==> src/shared/irc_pkg.sv <==
package irc_pkg;

  // ----------------------------------------------------------------
  // Register indices and byte addresses (byte address = 4 * index)
  // ----------------------------------------------------------------
  localparam logic [11:0] IRC_IDX_CTRL1 = 12'h022;
  localparam logic [11:0] IRC_IDX_CTRL2 = 12'h023;
  localparam logic [11:0] IRC_IDX_OADDR = 12'h024;
  localparam logic [11:0] IRC_IDX_DBUF = 12'h025;
  localparam logic [11:0] IRC_IDX_PGATE = 12'hf75;
  localparam logic [15:0] IRC_ADDR_CTRL1 = {2'h0, IRC_IDX_CTRL1, 2'h0};
  localparam logic [15:0] IRC_ADDR_CTRL2 = {2'h0, IRC_IDX_CTRL2, 2'h0};
  localparam logic [15:0] IRC_ADDR_OADDR = {2'h0, IRC_IDX_OADDR, 2'h0};
  localparam logic [15:0] IRC_ADDR_DBUF = {2'h0, IRC_IDX_DBUF, 2'h0};
  localparam logic [15:0] IRC_ADDR_PGATE = {2'h0, IRC_IDX_PGATE, 2'h0};

  // ----------------------------------------------------------------
  // Field positions, reset values and codes
  // ----------------------------------------------------------------
  localparam int unsigned IRC_GATE_BIT = 4;
  localparam logic [7:0] IRC_PGATE_RST = 8'h00;
  localparam logic [7:0] IRC_CTRL1_RST = 8'h00;
  localparam logic [7:0] IRC_OADDR_RST = 8'h00;
  localparam logic [7:0] IRC_DBUF_RST = 8'h00;
  localparam logic [7:0] IRC_STATUS_RST = 8'h10;
  localparam logic [1:0] IRC_SOFT_RESET_FIELD_ARM = 2'h2;
  localparam logic [1:0] IRC_SOFT_RESET_FIELD_FIRE = 2'h1;
  localparam logic [7:0] IRC_GENERAL_CALL = 8'h00;
  localparam logic [3:0] IRC_FULL_BYTE = 4'h8;
  localparam int unsigned IRC_FIFO_DEPTH = 32;
  localparam int unsigned IRC_DATA_W = 8;

  // Control register 1 layout
  typedef struct packed {
    logic [2:0] bit_count_field;
    logic ack_enable;
    logic address_detect_disable;
    logic [2:0] clock_select;
  } irc_ctrl1_t;

  // Control register 2 layout (write side)
  typedef struct packed {
    logic master_select;
    logic transmit_direction;
    logic bus_busy_flag;
    logic service_release;
    logic interface_mode_enable;
    logic spare;
    logic [1:0] soft_reset_field;
  } irc_ctrl2_t;

  // Status register 2 layout (read side)
  typedef struct packed {
    logic master_select;
    logic transmit_direction;
    logic bus_busy_flag;
    logic service_idle;
    logic arbitration_lost;
    logic addressed_as_target;
    logic general_call_seen;
    logic last_received_bit;
  } irc_status_t;

  // Own address layout
  typedef struct packed {
    logic [6:0] own_slave_address;
    logic address_format_select;
  } irc_oaddr_t;

  // Slave link states
  typedef enum logic [1:0] {
    IRC_LS_IDLE = 2'b00,
    IRC_LS_ADDR = 2'b01,
    IRC_LS_DATA = 2'b10,
    IRC_LS_SKIP = 2'b11
  } irc_link_t;

endpackage : irc_pkg

==> src/hw/irc_top.sv <==
// ------------------------------------------------------------------
// Receive FIFO
// ------------------------------------------------------------------
//
// Our own choice: the APB interface to the registers.
module irc_fifo #(
  parameter int unsigned WIDTH = 8,
  parameter int unsigned DEPTH = 32
) (
  input wire logic clk,
  input wire logic arst_n,
  input wire logic flush,
  input wire logic in_valid,
  output logic in_ready,
  input wire logic [WIDTH-1:0] in_data,
  output logic out_valid,
  input wire logic out_ready,
  output logic [WIDTH-1:0] out_data
);
  localparam int unsigned AW = $clog2(DEPTH);

  // Refuse depths that the wrap-bit pointers cannot serve
  if (DEPTH < 2 || (1 << AW) != DEPTH)
  begin : g_depth_bad
    $error("irc_fifo depth must be a power of two of at least 2");
  end

  logic [WIDTH-1:0] mem_q [DEPTH]; // Storage words
  logic [AW:0] wr_q; // Write pointer with wrap bit
  logic [AW:0] rd_q; // Read pointer with wrap bit
  logic push; // Word accepted
  logic pop; // Word drained

  assign in_ready = (wr_q[AW-1:0] != rd_q[AW-1:0]) || (wr_q[AW] == rd_q[AW]);
  assign out_valid = (wr_q != rd_q);
  assign out_data = mem_q[rd_q[AW-1:0]];
  assign push = in_valid & in_ready;
  assign pop = out_valid & out_ready;

  // Pointers
  always_ff @(posedge clk or negedge arst_n)
  begin
    if (!arst_n)
    begin
      wr_q <= '0;
      rd_q <= '0;
    end
    else if (flush)
    begin
      wr_q <= '0;
      rd_q <= '0;
    end
    else
    begin
      if (push)
        wr_q <= wr_q + 1'b1;
      if (pop)
        rd_q <= rd_q + 1'b1;
    end
  end

  // Storage write
  always_ff @(posedge clk)
  begin
    if (push)
      mem_q[wr_q[AW-1:0]] <= in_data;
  end
endmodule : irc_fifo

module irc_top
  import irc_pkg::*;
#(
  parameter int unsigned FIFO_DEPTH = IRC_FIFO_DEPTH
) (
  input wire logic clk,
  input wire logic arst_n,
  input wire logic psel,
  input wire logic penable,
  input wire logic pwrite,
  input wire logic [15:0] paddr,
  input wire logic [31:0] pwdata,
  output logic [31:0] prdata,
  output logic pready,
  output logic pslverr,
  input wire logic lowpower_enter,
  input wire logic scl_i,
  output logic scl_o,
  output logic scl_oe,
  input wire logic sda_i,
  output logic sda_o,
  output logic sda_oe
);
  // ----------------------------------------------------------------
  // State
  // ----------------------------------------------------------------
  logic [7:0] pgate_q; // Power gate register
  irc_ctrl1_t ctrl1_q; // Control register 1
  logic mst_q; // Master select control bit
  logic mode_q; // Interface mode enable
  logic soft_reset_field_arm_q; // First soft reset code seen
  irc_oaddr_t oaddr_q; // Own address register
  logic [7:0] txbuf_q; // Write side of data buffer
  logic pin_q; // Service idle flag
  logic aas_q; // Addressed as target
  logic gc_q; // General call seen
  logic trx_q; // Transmit direction from address
  logic lrb_q; // Last received bit
  logic bb_q; // Bus busy
  logic [31:0] prdata_q; // Read data
  logic pready_q; // Access ready
  logic pslverr_q; // Unmapped access
  logic scl_s1, scl_s2, scl_s3; // Clock pin sync and history
  logic sda_s1, sda_s2, sda_s3; // Data pin sync and history
  irc_link_t link_q; // Link state
  logic [3:0] cnt_q; // Clocks seen in frame
  logic [7:0] rxsh_q; // Receive shifter
  logic [7:0] txsh_q; // Transmit shifter
  logic sda_oe_q; // Data pin pull-down
  logic scl_oe_q; // Clock pin stretch

  // ----------------------------------------------------------------
  // Decoded terms
  // ----------------------------------------------------------------
  logic gate; // Interface clock gate on
  logic link_on; // Link logic active
  logic setup; // APB setup cycle
  logic wr; // Write takes effect
  logic rd; // Read completes
  logic wr_gate; // Write to gated registers
  logic soft_reset_field_fire; // Soft reset pulse
  logic scl_rise, scl_fall, start_det, stop_det;
  logic [3:0] nbits; // Data bits in frame
  logic [3:0] flen; // Clocks in frame
  logic [7:0] rx_next; // Shifter after this edge
  logic byte_done; // Frame ends on this edge
  logic hit_now; // Address in shifter matches
  logic hit_done; // Address at frame end matches
  logic rx_valid, rx_ready; // FIFO handshake
  logic [7:0] rx_head; // FIFO head byte
  logic push; // Receive byte into FIFO
  logic addr_ok; // Mapped address
  logic [7:0] rmux; // Read mux
  irc_status_t status; // Status image

  assign gate = pgate_q[IRC_GATE_BIT];
  assign link_on = gate & mode_q;
  assign setup = psel & ~penable;
  assign wr = psel & penable & pready_q & pwrite;
  assign rd = psel & penable & pready_q & ~pwrite;
  assign wr_gate = wr & gate;
  assign soft_reset_field_fire = wr_gate & mode_q & (paddr == IRC_ADDR_CTRL2) & soft_reset_field_arm_q
    & (pwdata[1:0] == IRC_SOFT_RESET_FIELD_FIRE);
  assign scl_rise = scl_s2 & ~scl_s3;
  assign scl_fall = ~scl_s2 & scl_s3;
  assign start_det = scl_s2 & scl_s3 & sda_s3 & ~sda_s2;
  assign stop_det = scl_s2 & scl_s3 & ~sda_s3 & sda_s2;
  assign nbits = (link_q == IRC_LS_ADDR || ctrl1_q.bit_count_field == 3'h0) ? IRC_FULL_BYTE
    : {1'b0, ctrl1_q.bit_count_field};
  assign flen = nbits + {3'h0, ctrl1_q.ack_enable};
  assign rx_next = (cnt_q < nbits) ? {rxsh_q[6:0], sda_s2} : rxsh_q;
  assign byte_done = link_on & scl_rise & (cnt_q == flen - 4'h1)
    & (link_q == IRC_LS_ADDR || link_q == IRC_LS_DATA);
  // Zero own address also answers start byte 0x01 through this compare
  assign hit_now = ~ctrl1_q.address_detect_disable
    & (rxsh_q[7:1] == oaddr_q.own_slave_address || rxsh_q == IRC_GENERAL_CALL);
  assign hit_done = ~ctrl1_q.address_detect_disable
    & (rx_next[7:1] == oaddr_q.own_slave_address || rx_next == IRC_GENERAL_CALL);
  assign push = byte_done & (link_q == IRC_LS_DATA) & ~trx_q;
  assign status = '{mst_q, trx_q, bb_q, pin_q, 1'b0, aas_q, gc_q, lrb_q};

  // Open-drain pins only ever pull low
  assign scl_o = 1'b0;
  assign sda_o = 1'b0;
  assign scl_oe = scl_oe_q;
  assign sda_oe = sda_oe_q;
  assign prdata = prdata_q;
  assign pready = pready_q;
  assign pslverr = pslverr_q;

  // ----------------------------------------------------------------
  // APB slave
  // ----------------------------------------------------------------
  // Address decode and read mux
  always_comb
  begin
    addr_ok = 1'b1;
    rmux = 8'h00;
    if (paddr == IRC_ADDR_PGATE)
      rmux = pgate_q;
    else if (paddr == IRC_ADDR_CTRL1)
      rmux = ctrl1_q;
    else if (paddr == IRC_ADDR_CTRL2)
      rmux = status;
    else if (paddr == IRC_ADDR_OADDR)
      rmux = oaddr_q;
    else if (paddr == IRC_ADDR_DBUF)
      rmux = rx_valid ? rx_head : 8'h00;
    else
      addr_ok = 1'b0;
  end

  // Answer registered in setup, ready in first access cycle
  always_ff @(posedge clk or negedge arst_n)
  begin
    if (!arst_n)
    begin
      prdata_q <= 32'h0000_0000;
      pready_q <= 1'b0;
      pslverr_q <= 1'b0;
    end
    else
    begin
      pready_q <= setup;
      if (setup)
      begin
        prdata_q <= {24'h00_0000, rmux};
        pslverr_q <= ~addr_ok;
      end
    end
  end

  // ----------------------------------------------------------------
  // Registers
  // ----------------------------------------------------------------
  // Power gate, never gated itself
  always_ff @(posedge clk or negedge arst_n)
  begin
    if (!arst_n)
      pgate_q <= IRC_PGATE_RST;
    else if (wr && paddr == IRC_ADDR_PGATE)
      pgate_q <= pwdata[7:0];
  end

  // Control register 1
  always_ff @(posedge clk or negedge arst_n)
  begin
    if (!arst_n)
      ctrl1_q <= IRC_CTRL1_RST;
    else if (lowpower_enter || soft_reset_field_fire)
      ctrl1_q <= IRC_CTRL1_RST;
    else if (wr_gate && paddr == IRC_ADDR_CTRL1)
      ctrl1_q <= pwdata[7:0];
    else if (link_on && start_det)
      ctrl1_q.bit_count_field <= 3'h0;
  end

  // Own address register
  always_ff @(posedge clk or negedge arst_n)
  begin
    if (!arst_n)
      oaddr_q <= IRC_OADDR_RST;
    else if (lowpower_enter || soft_reset_field_fire)
      oaddr_q <= IRC_OADDR_RST;
    else if (wr_gate && paddr == IRC_ADDR_OADDR)
      oaddr_q <= pwdata[7:0];
  end

  // Control register 2: mode bit writable whenever the gate is on, rest only in mode
  always_ff @(posedge clk or negedge arst_n)
  begin
    if (!arst_n)
    begin
      mode_q <= 1'b0;
      mst_q <= 1'b0;
      soft_reset_field_arm_q <= 1'b0;
    end
    else
    begin
      if (wr_gate && paddr == IRC_ADDR_CTRL2)
        mode_q <= pwdata[3];
      // Mode off also clears the master bit that status shows
      if (lowpower_enter || soft_reset_field_fire || !mode_q)
      begin
        mst_q <= 1'b0;
        soft_reset_field_arm_q <= 1'b0;
      end
      else if (wr_gate && mode_q && paddr == IRC_ADDR_CTRL2)
      begin
        mst_q <= pwdata[7];
        soft_reset_field_arm_q <= (pwdata[1:0] == IRC_SOFT_RESET_FIELD_ARM);
      end
    end
  end

  // Data buffer write side
  always_ff @(posedge clk or negedge arst_n)
  begin
    if (!arst_n)
      txbuf_q <= IRC_DBUF_RST;
    else if (lowpower_enter)
      txbuf_q <= IRC_DBUF_RST;
    else if (wr_gate && paddr == IRC_ADDR_DBUF)
      txbuf_q <= pwdata[7:0];
  end

  // Service flag: frame end wins over a release in the same cycle
  always_ff @(posedge clk or negedge arst_n)
  begin
    if (!arst_n)
      pin_q <= 1'b1;
    else if (!mode_q || soft_reset_field_fire)
      pin_q <= 1'b1;
    else if (byte_done)
      pin_q <= 1'b0;
    else if (wr_gate && paddr == IRC_ADDR_DBUF)
      pin_q <= 1'b1;
    else if (wr_gate && paddr == IRC_ADDR_CTRL2 && pwdata[4])
      pin_q <= 1'b1;
  end

  // Status flags from the link
  always_ff @(posedge clk or negedge arst_n)
  begin
    if (!arst_n)
    begin
      aas_q <= 1'b0;
      gc_q <= 1'b0;
      trx_q <= 1'b0;
      lrb_q <= 1'b0;
      bb_q <= 1'b0;
    end
    else if (!mode_q || soft_reset_field_fire || !gate)
    begin
      aas_q <= 1'b0;
      gc_q <= 1'b0;
      trx_q <= 1'b0;
      lrb_q <= 1'b0;
      bb_q <= 1'b0;
    end
    else
    begin
      if (start_det)
        bb_q <= 1'b1;
      else if (stop_det)
        bb_q <= 1'b0;
      if (scl_rise)
        lrb_q <= sda_s2;
      if (start_det || stop_det)
      begin
        aas_q <= 1'b0;
        gc_q <= 1'b0;
        trx_q <= 1'b0;
      end
      else if (byte_done && link_q == IRC_LS_ADDR)
      begin
        aas_q <= hit_done;
        gc_q <= hit_done & (rx_next == IRC_GENERAL_CALL);
        trx_q <= hit_done & rx_next[0];
      end
    end
  end

  // ----------------------------------------------------------------
  // Link side
  // ----------------------------------------------------------------
  // Pin synchronisers plus one history stage
  always_ff @(posedge clk or negedge arst_n)
  begin
    if (!arst_n)
    begin
      {scl_s1, scl_s2, scl_s3} <= 3'h7;
      {sda_s1, sda_s2, sda_s3} <= 3'h7;
    end
    else
    begin
      {scl_s1, scl_s2, scl_s3} <= {scl_i, scl_s1, scl_s2};
      {sda_s1, sda_s2, sda_s3} <= {sda_i, sda_s1, sda_s2};
    end
  end

  // Frame tracking and receive shifter
  always_ff @(posedge clk or negedge arst_n)
  begin
    if (!arst_n)
    begin
      link_q <= IRC_LS_IDLE;
      cnt_q <= 4'h0;
      rxsh_q <= 8'h00;
    end
    else if (!link_on || lowpower_enter || soft_reset_field_fire)
      link_q <= IRC_LS_IDLE;
    else if (start_det)
    begin
      link_q <= IRC_LS_ADDR;
      cnt_q <= 4'h0;
    end
    else if (stop_det)
      link_q <= IRC_LS_IDLE;
    else if (scl_rise && link_q != IRC_LS_IDLE)
    begin
      rxsh_q <= rx_next;
      cnt_q <= byte_done ? 4'h0 : cnt_q + 4'h1;
      if (byte_done && link_q == IRC_LS_ADDR)
        link_q <= hit_done ? IRC_LS_DATA : IRC_LS_SKIP;
    end
  end

  // Acknowledge and transmit drive, changed on clock falls
  always_ff @(posedge clk or negedge arst_n)
  begin
    if (!arst_n)
    begin
      sda_oe_q <= 1'b0;
      txsh_q <= 8'h00;
    end
    else if (!link_on || link_q == IRC_LS_IDLE || link_q == IRC_LS_SKIP)
      sda_oe_q <= 1'b0;
    else
    begin
      if (byte_done)
        txsh_q <= txbuf_q;
      else if (scl_fall)
      begin
        if (ctrl1_q.ack_enable && cnt_q == nbits)
          sda_oe_q <= (link_q == IRC_LS_ADDR) ? hit_now : ~trx_q;
        else if (link_q == IRC_LS_DATA && trx_q && cnt_q < nbits)
        begin
          sda_oe_q <= ~txsh_q[7];
          txsh_q <= {txsh_q[6:0], 1'b0};
        end
        else
          sda_oe_q <= 1'b0;
      end
    end
  end

  // Stretch clock while service pending or FIFO full
  always_ff @(posedge clk or negedge arst_n)
  begin
    if (!arst_n)
      scl_oe_q <= 1'b0;
    else
      scl_oe_q <= link_on & (link_q == IRC_LS_DATA) & ~scl_s2 & (~pin_q | ~rx_ready);
  end

  // Read side of data buffer
  irc_fifo #(
    .WIDTH(IRC_DATA_W),
    .DEPTH(FIFO_DEPTH)
  ) u_rx_fifo (
    .clk(clk),
    .arst_n(arst_n),
    .flush(lowpower_enter),
    .in_valid(push),
    .in_ready(rx_ready),
    .in_data(rx_next),
    .out_valid(rx_valid),
    .out_ready(rd && paddr == IRC_ADDR_DBUF),
    .out_data(rx_head)
  );

  // ----------------------------------------------------------------
  // Checks
  // ----------------------------------------------------------------
  gate_idle_a: assert property (@(posedge clk) disable iff (!arst_n)
    !gate |=> link_q == IRC_LS_IDLE && !sda_oe_q) else $error("link active with gate off");
  gate_write_a: assert property (@(posedge clk) disable iff (!arst_n)
    !gate && wr && !lowpower_enter |=> $stable(ctrl1_q) && $stable(oaddr_q) && $stable(txbuf_q))
    else $error("gated write took effect");
  mode_lock_a: assert property (@(posedge clk) disable iff (!arst_n)
    wr && !mode_q && !lowpower_enter |=> $stable(mst_q)) else $error("locked field written");
  status_init_a: assert property (@(posedge clk) disable iff (!arst_n)
    !mode_q |=> status == IRC_STATUS_RST) else $error("status not initialized");
  soft_init_a: assert property (@(posedge clk) disable iff (!arst_n)
    soft_reset_field_fire |=> ctrl1_q == IRC_CTRL1_RST && oaddr_q == IRC_OADDR_RST && pin_q)
    else $error("soft reset missed");
  lp_init_a: assert property (@(posedge clk) disable iff (!arst_n)
    lowpower_enter |=> ctrl1_q == IRC_CTRL1_RST && txbuf_q == IRC_DBUF_RST && !rx_valid
    && oaddr_q == IRC_OADDR_RST)
    else $error("low-power init missed");
  zero_match_a: assert property (@(posedge clk) disable iff (!arst_n)
    byte_done && link_q == IRC_LS_ADDR && oaddr_q.own_slave_address == 7'h00
    && rx_next == 8'h01 && !ctrl1_q.address_detect_disable && !start_det && !stop_det
    |=> link_q == IRC_LS_DATA) else $error("start byte not matched");
  dbuf_split_a: assert property (@(posedge clk) disable iff (!arst_n)
    setup && paddr == IRC_ADDR_DBUF && !rx_valid |=> prdata_q == 32'h0000_0000)
    else $error("written data read back");
  msb_first_a: assert property (@(posedge clk) disable iff (!arst_n)
    link_on && scl_fall && !byte_done && link_q == IRC_LS_DATA && trx_q && cnt_q < nbits
    && !(ctrl1_q.ack_enable && cnt_q == nbits) |=> sda_oe_q == !$past(txsh_q[7]))
    else $error("transmit bit order wrong");
  shared_read_a: assert property (@(posedge clk) disable iff (!arst_n)
    setup && paddr == IRC_ADDR_CTRL2 ##1 pready_q |-> prdata_q[7:0] == $past(status))
    else $error("control 2 read not status");
  ready_a: assert property (@(posedge clk) disable iff (!arst_n)
    setup |=> pready_q ##1 !pready_q || setup) else $error("apb answer timing");

  match_c: cover property (@(posedge clk) disable iff (!arst_n)
    byte_done && link_q == IRC_LS_ADDR && hit_done);
  fifo_full_c: cover property (@(posedge clk) disable iff (!arst_n) !rx_ready);
  soft_reset_c: cover property (@(posedge clk) disable iff (!arst_n) soft_reset_field_fire);
  tx_byte_c: cover property (@(posedge clk) disable iff (!arst_n) byte_done && trx_q);
endmodule : irc_top

==> config.mk <==
export PLATFORM = sky130hd
export DESIGN_NAME = irc_top
export DESIGN_NICKNAME = d
export VERILOG_FILES = /design/src/shared/irc_pkg.sv /design/src/hw/irc_top.sv
export SDC_FILE = /design/constraint.sdc
export NUM_CORES = 1
export LEC_CHECK = 0
export BUFFER_PORTS_ARGS = -buffer_cell sky130_fd_sc_hd__buf_2
export CORE_UTILIZATION = 65
export CTS_BUF_LIST = sky130_fd_sc_hd__clkbuf_8 sky130_fd_sc_hd__clkbuf_16
export DETAILED_ROUTE_END_ITERATION = 8
export PLACE_DENSITY = 0.92
export SYNTH_ARGS = -nofsm -noshare
export SYNTH_HDL_FRONTEND = slang
export SYNTH_SLANG_ARGS = --single-unit
==> constraint.sdc <==
create_clock -name clk -period 9.17 [get_ports clk]
set_input_delay 0.917 -clock clk [delete_from_list [all_inputs] [get_ports clk]]
set_output_delay 0.917 -clock clk [all_outputs]
set_load 0.02 [all_outputs]
======== Yosys cells after proc, flatten, opt, wreduce, memory -nomap -nowiden ========
Memories as Yosys holds them, arrays and structs flattened.
Cells that the tools add are included.
word-level totals
  RAM bits ................................ 256
  word-level logic and storage cells ...... 238
  input port bits ......................... 56
  memories kept ........................... 1
  output and inout bits ................... 38
  flip-flop bits (word level) ............. 93
memories
  name             words  bits a word  read ports  clocked after memory_dff  wr ports  line           RTL
  u_rx_fifo.mem_q  32     8            1           0                         1         irc_top.sv:28  logic [WIDTH-1:0] mem_q [DEPTH];
cells by class
  reductions and logical operators ........ 59
  bitwise gates (word level) .............. 49
  eq/ne operators ......................... 20
  $lt $le $gt $ge ......................... 1
  multiplexer cells ....................... 69
  $add $sub $neg .......................... 5
operator list
  operator                                                           count
  8-bit 2-to-1 mux                                                   16
  16-bit by 8-bit == test with 1-bit output, second input constant   4
  1-bit 2-to-1 mux                                                   36
  1-bit bitwise AND                                                  32
  6-bit 2-to-1 mux                                                   4
  2-bit nonzero test                                                 12
  4-bit 2-to-1 mux                                                   5
  16-bit by 14-bit == test with 1-bit output, second input constant  1
  8-bit zero test                                                    2
  1-bit inverter                                                     16
  1-bit logical AND                                                  15
  7-bit == test                                                      2
  1-bit logical OR                                                   14
  6-bit by 1-bit adder with 6-bit output, second input constant      2
  4-bit nonzero test                                                 3
  2-bit 2-to-1 mux                                                   5
  3-bit nonzero test                                                 3
  4-bit == test                                                      2
  4-bit AND reduction                                                2
  2-bit == test, second input constant                               3
  3-bit 2-to-1 mux                                                   2
  6-bit inequality test                                              1
  5-bit 2-to-1 mux                                                   1
  5-bit inequality test                                              1
  14 further kinds                                                   19

======== Logic depth before layout (Yosys ltp) ========
  depth after elaboration ................. 14
  depth in mapped cells ................... 13
  depth with buffers taken out ............ 12

======== Modules after synthesis ========
From an unflattened synthesis, not the netlist that was laid out.
second synthesis, totals
  cell total of the unflattened synthesis .. 969
  area, all modules ....................... 15,348.5 um^2
modules (own cells, without submodules)
  module    area an instance (um^2)  times used  sequential area each (um^2)  cells an instance
  irc_fifo  10,611.4                 1           7,987.7                      487
  irc_top   4,737.0                  1           2,035.7                      482

======== Least setup slack after synthesis ========
No wires, ideal clock.
  path kind ............................... register to register
  from .................................... register link_q[1]
  to ...................................... memory u_rx_fifo.mem_q[0][5], data pin
  path slack .............................. 5.526 ns
  data required time ...................... 8.709 ns
  period minus slack after synthesis ...... 3.644 ns
  path buffers ............................ 1
  cell stages (with the launch flop) ...... 10
  arrival ................................. 3.183 ns
  library setup time ...................... 0.461 ns
  cells stage by stage .................... dfrtp_1 > inv_1 > ha_1 > clkbuf_1 > nand2b_1 > ha_1 > nor2b_4 > o31ai_4 > nand2_1 > o21ai_0
on the way
  longest elaborated chain between the ends .. 5
RTL lines
  item                                      line            RTL
  start: declaration                        irc_top.sv:114  irc_link_t link_q;
  start signal: assignment                  irc_top.sv:394  link_q <= hit_done ? IRC_LS_DATA : IRC_LS_SKIP;
  2-bit by 1-bit == test with 1-bit output  irc_top.sv:157  assign nbits = (link_q == IRC_LS_ADDR || ctrl1_q.bit_count_field == 3'h0) ? IRC_FULL_BYTE
  1-bit logical OR                          irc_top.sv:157
  4-bit 2-to-1 mux                          irc_top.sv:157
  4-bit less-than comparator                irc_top.sv:160  assign rx_next = (cnt_q < nbits) ? {rxsh_q[6:0], sda_s2} : rxsh_q;
  8-bit 2-to-1 mux                          irc_top.sv:160
  via rx_next[5]                            irc_top.sv:134  logic [7:0] rx_next;
  end: declaration                          irc_top.sv:28
The timed path passes the listed nets, and every way through them passes these cells.

======== Worst setup path after layout ========
  from .................................... register link_q[1]
  to ...................................... memory u_rx_fifo.mem_q[15][0], enable pin
on the way
  longest elaborated chain between the ends .. 13
  elaborated cells between the ends (all ways) .. 15
  classes of those cells .................. add/sub: 2; eq/ne: 3; mux: 3; bitwise: 5; reduce/logical: 2
RTL lines
  item                                         line                            RTL
  2-bit by 1-bit == test with 1-bit output     irc_top.sv:157, irc_top.sv:162
  1-bit logical OR                             irc_top.sv:157
  4-bit 2-to-1 mux                             irc_top.sv:157
  4-bit by 1-bit adder with 4-bit output       irc_top.sv:159                  assign flen = nbits + {3'h0, ctrl1_q.ack_enable};
  4-bit by 1-bit subtractor with 4-bit output  irc_top.sv:161                  assign byte_done = link_on & scl_rise & (cnt_q == flen - 4'h1)
  4-bit == test                                irc_top.sv:161
  1-bit bitwise AND                            irc_top.sv:161
  1-bit bitwise AND                            irc_top.sv:162                  & (link_q == IRC_LS_ADDR || link_q == IRC_LS_DATA);
  1-bit bitwise AND (*) (2 in a row)           irc_top.sv:168                  assign push = byte_done & (link_q == IRC_LS_DATA) & ~trx_q;
  1-bit bitwise AND (*)                        irc_top.sv:37                   assign push = in_valid & in_ready;
  1-bit 2-to-1 mux (*)                         irc_top.sv:65                   if (push)
  1-bit 2-to-1 mux (not written as such) (*)   irc_top.sv:66                   mem_q[wr_q[AW-1:0]] <= in_data;
Mark *: on every way between the ends. The rest lies on a longest branch, timed or not.

==> results.toml <==
[run_status]
status = "finished, final reports clean"

[detailed_routing]
drc_errors = 0
drt_iter0_drc = 1374
vias = 9914
drt_wl_total_um = 35310
wl_per_cell_um = 24.07
first_pass_iters = 6
ant_nets = 0
viasPerCell = 6.758

[clock_network]
clkSinkCount = 349
clock_tree.htree_level_count = 2
cts_resized = 0
cts.clk_slew.worst_paths_ps = 60
root_buffer = "clkbuf_16"
cts_buffers = 35
postCtsSetupBuffers = 0
cts_buffer_depth = 3
clkLatencyLatePin_ps = 530
cts_tree = "built"
postCtsHoldBufs = 0

[synth]
synthFlopType = "edfxtp_1"
synth_most_common_cell = "edfxtp_1"
synth_mux_area_frac = 0.1156
synth_top_family_by_area = "multiplexers"
synth_common_cells = "edfxtp_1, nor2_1, dfrtp_1"
synth_cells = 1092
syn_area_per_cell_um2 = 14.07
synth_enable_flop_cells = 256
synth_xor_area_frac = 0.01710
synth_area_um2 = 15360
ys_seq_elements = 349
synth_cell_types = 71
synth_compound_area_frac = 0.08225
yosys.area_share.simple = 0.08836
synth-async-reset-ratio = 0.2665
ys_seq_area_frac = 0.6524
synth_fa_ha_area_frac = 0.01303
yosysWarningCount = 0
synth_top_area_cell = "edfxtp_1"
synth_area_leaders = "edfxtp_1, dfrtp_1, mux2i_1"
synth.top_cell.area_share = 0.5003

[job]
maxCapViolations = 0

[floorplan]
io_pins = 94
die_y_um = 155.7
core_area_um2 = 22920
die_w_um = 155.7
rows = 55
fp.dieArea_um2 = 24260
initial_core_util = 0.6705

[worst_setup_path]
critPathKind = "register to register"
cpPeakStageDelay_ps = 770
r2r_cells = 11
r2r_slack_ps = 4700
required_ps = 9320
crit_path_end_kind = "register"
startpoint_type = "register"
critPathArrivalTime_ps = 4620
path_cells = "inv_1 > ha_1 > nand2b_1 > ha_1 > ha_1 > xnor2_1 > nor4_1 > nand3_1 > a211oi_2 > nand2_1 > nor2_1"
r2r-end = "u_rx_fifo.mem_q[15][0]"
path_buf_inv = 1
r2r-start = "link_q[1]"
path_common_cell = "ha_1"
crit_family = "simple AND/OR/NAND/NOR gates"
crit_slowest_cell = "nor2_1"
worstPathMaxFanout = 14

[global_route]
overflow = 0
grt_pass1_vias = 9657
grt_usage = 0.2992
grt_pass1_wl_um = 53730
antenna_found_initial = 0
grt_max_degree = 66

[layout]
final_area_um2 = 16920
final_layout_size_suffix_gt1_frac = 0.1620
final_nets = 1201
syn_to_final_growth_pct = 10.11
n_antenna_cell = 0
final_util = 0.7383

[place]
place_hpwl_um = 21320
dpl-instance-area_um2 = 15750
gp_congestion = 0.8834
port-buffer-count = 43

[timing]
skew_ps = 31.02
relSlewSlack = 0.05237
drv_slew = 0
fmax_mhz = 223.9
setup_viol = 0
grt_setup_unrepaired = "false"
finalCriticalPeriod_ps = 4467
timing.hold.ws_ps = 313.5
period_share = 0.4871
finalSetupTns_ps = 0
hold_viol = 0
tightestPinTransition_ps = 1418

[power]
p_per_area_nw_per_um2 = 189.4
irDropWorstVdd_mv = 0.1739
p_leak_nw = 5.744

[hold_path]
worstHoldPathType = "input pin to async pin"
[area by class of cell]
| cell class | instances | area [µm²] |
|---|---|---|
| Clock buffer | 37 | 925.9 |
| Clock inverter | 25 | 246.5 |
| Fill cell | 1279 | 5997 |
| Inverter | 23 | 86.33 |
| Multi-Input combinational cell | 671 | 4979 |
| Sequential cell | 349 | 10030 |
| Tap cell | 313 | 391.6 |
| Timing Repair Buffer | 49 | 262.8 |
[registers in the layout, summed over array words and instances, names as in the netlist, 2 cells and up]
signal           flops
oaddr_q              8
link_q               2
rxsh_q               8
u_rx_fifo.mem_q    256
ctrl1_q              8
u_rx_fifo.rd_q       6
prdata               8
txbuf_q              8
u_rx_fifo.wr_q       6
pgate_q              8
cnt_q                4
txsh_q               8
[cell families (layout without fill, tap and decap cells)]
family | Yosys count | count (layout)
simple gates | 275 | 275
mux | 132 | 132
compound gates | 192 | 192
other cells | 1 | 26
flops | 349 | 349
buf+inv | 97 | 134
fa+ha+maj | 16 | 16
xor+xnor | 30 | 30
[layout by cell type (no fill, tap or decap), types with 5 or more instances in the layout]
cell type and count:
edfxtp_1 256, nor2_1 99, dfrtp_1 85, mux2i_1 83, a21oi_1 62, nand2_1 58, o21ai_0 42, buf_2 42
clkbuf_16 37, mux4_2 35, nand3_1 31, a221oi_1 30, conb_1 26, inv_1 25, xnor2_1 21, ha_1 16
mux2_2 14, nor3_1 12, a22oi_1 10, nand4_1 10, xor2_1 9, nand2b_1 8, clkinv_2 7, buf_4 7
dfstp_2 7, or3_1 6, clkinv_1 6, and3_1 5, or2_2 5, a31oi_1 5, nor2b_1 5, nand3b_1 5
[worst max-delay path by stage]
| stage | startpoint | end | cells past startpoint |
|---|---|---|---|
| finish | link_q[1] | u_rx_fifo.mem_q[15][0] | 11 |
| global route | link_q[1] | u_rx_fifo.mem_q[19][1] | 11 |
| CTS | link_q[1] | u_rx_fifo.mem_q[15][0] | 11 |
| detailed placement | link_q[1] | u_rx_fifo.mem_q[15][1] | 11 |
| global placement | link_q[1] | u_rx_fifo.mem_q[15][1] | 11 |
| floorplan | link_q[1] | u_rx_fifo.mem_q[0][5] | 9 |
[stage by stage]
step	worst slack, ps	total power [W]	std cells
global route	4362	0.003267	1467
global placement	4823	0.001782	1405
finish	4703	0.003204	1467
CTS	4749	0.003205	1467
detailed placement	4764	0.001783	1405
floorplan	5526	0.001761	1117
[where the power goes]
group          leakage [nW]  switching, W  internal, W
clock network         0.590      0.000601     0.000850
logic                  1.77     0.0000463    0.0000146
registers              3.39    0.00000565      0.00169
[layer usage]
layer  track usage  vias to the layer above  share of wire
li1              -                     4187              -
met1        0.4052                     4857           0.37
met2        0.4792                      741           0.49
met3       0.05806                      129           0.11
met4        0.1293                        0          0.037
met5             0                        -              0
Power figures use the tool's default switching activity.
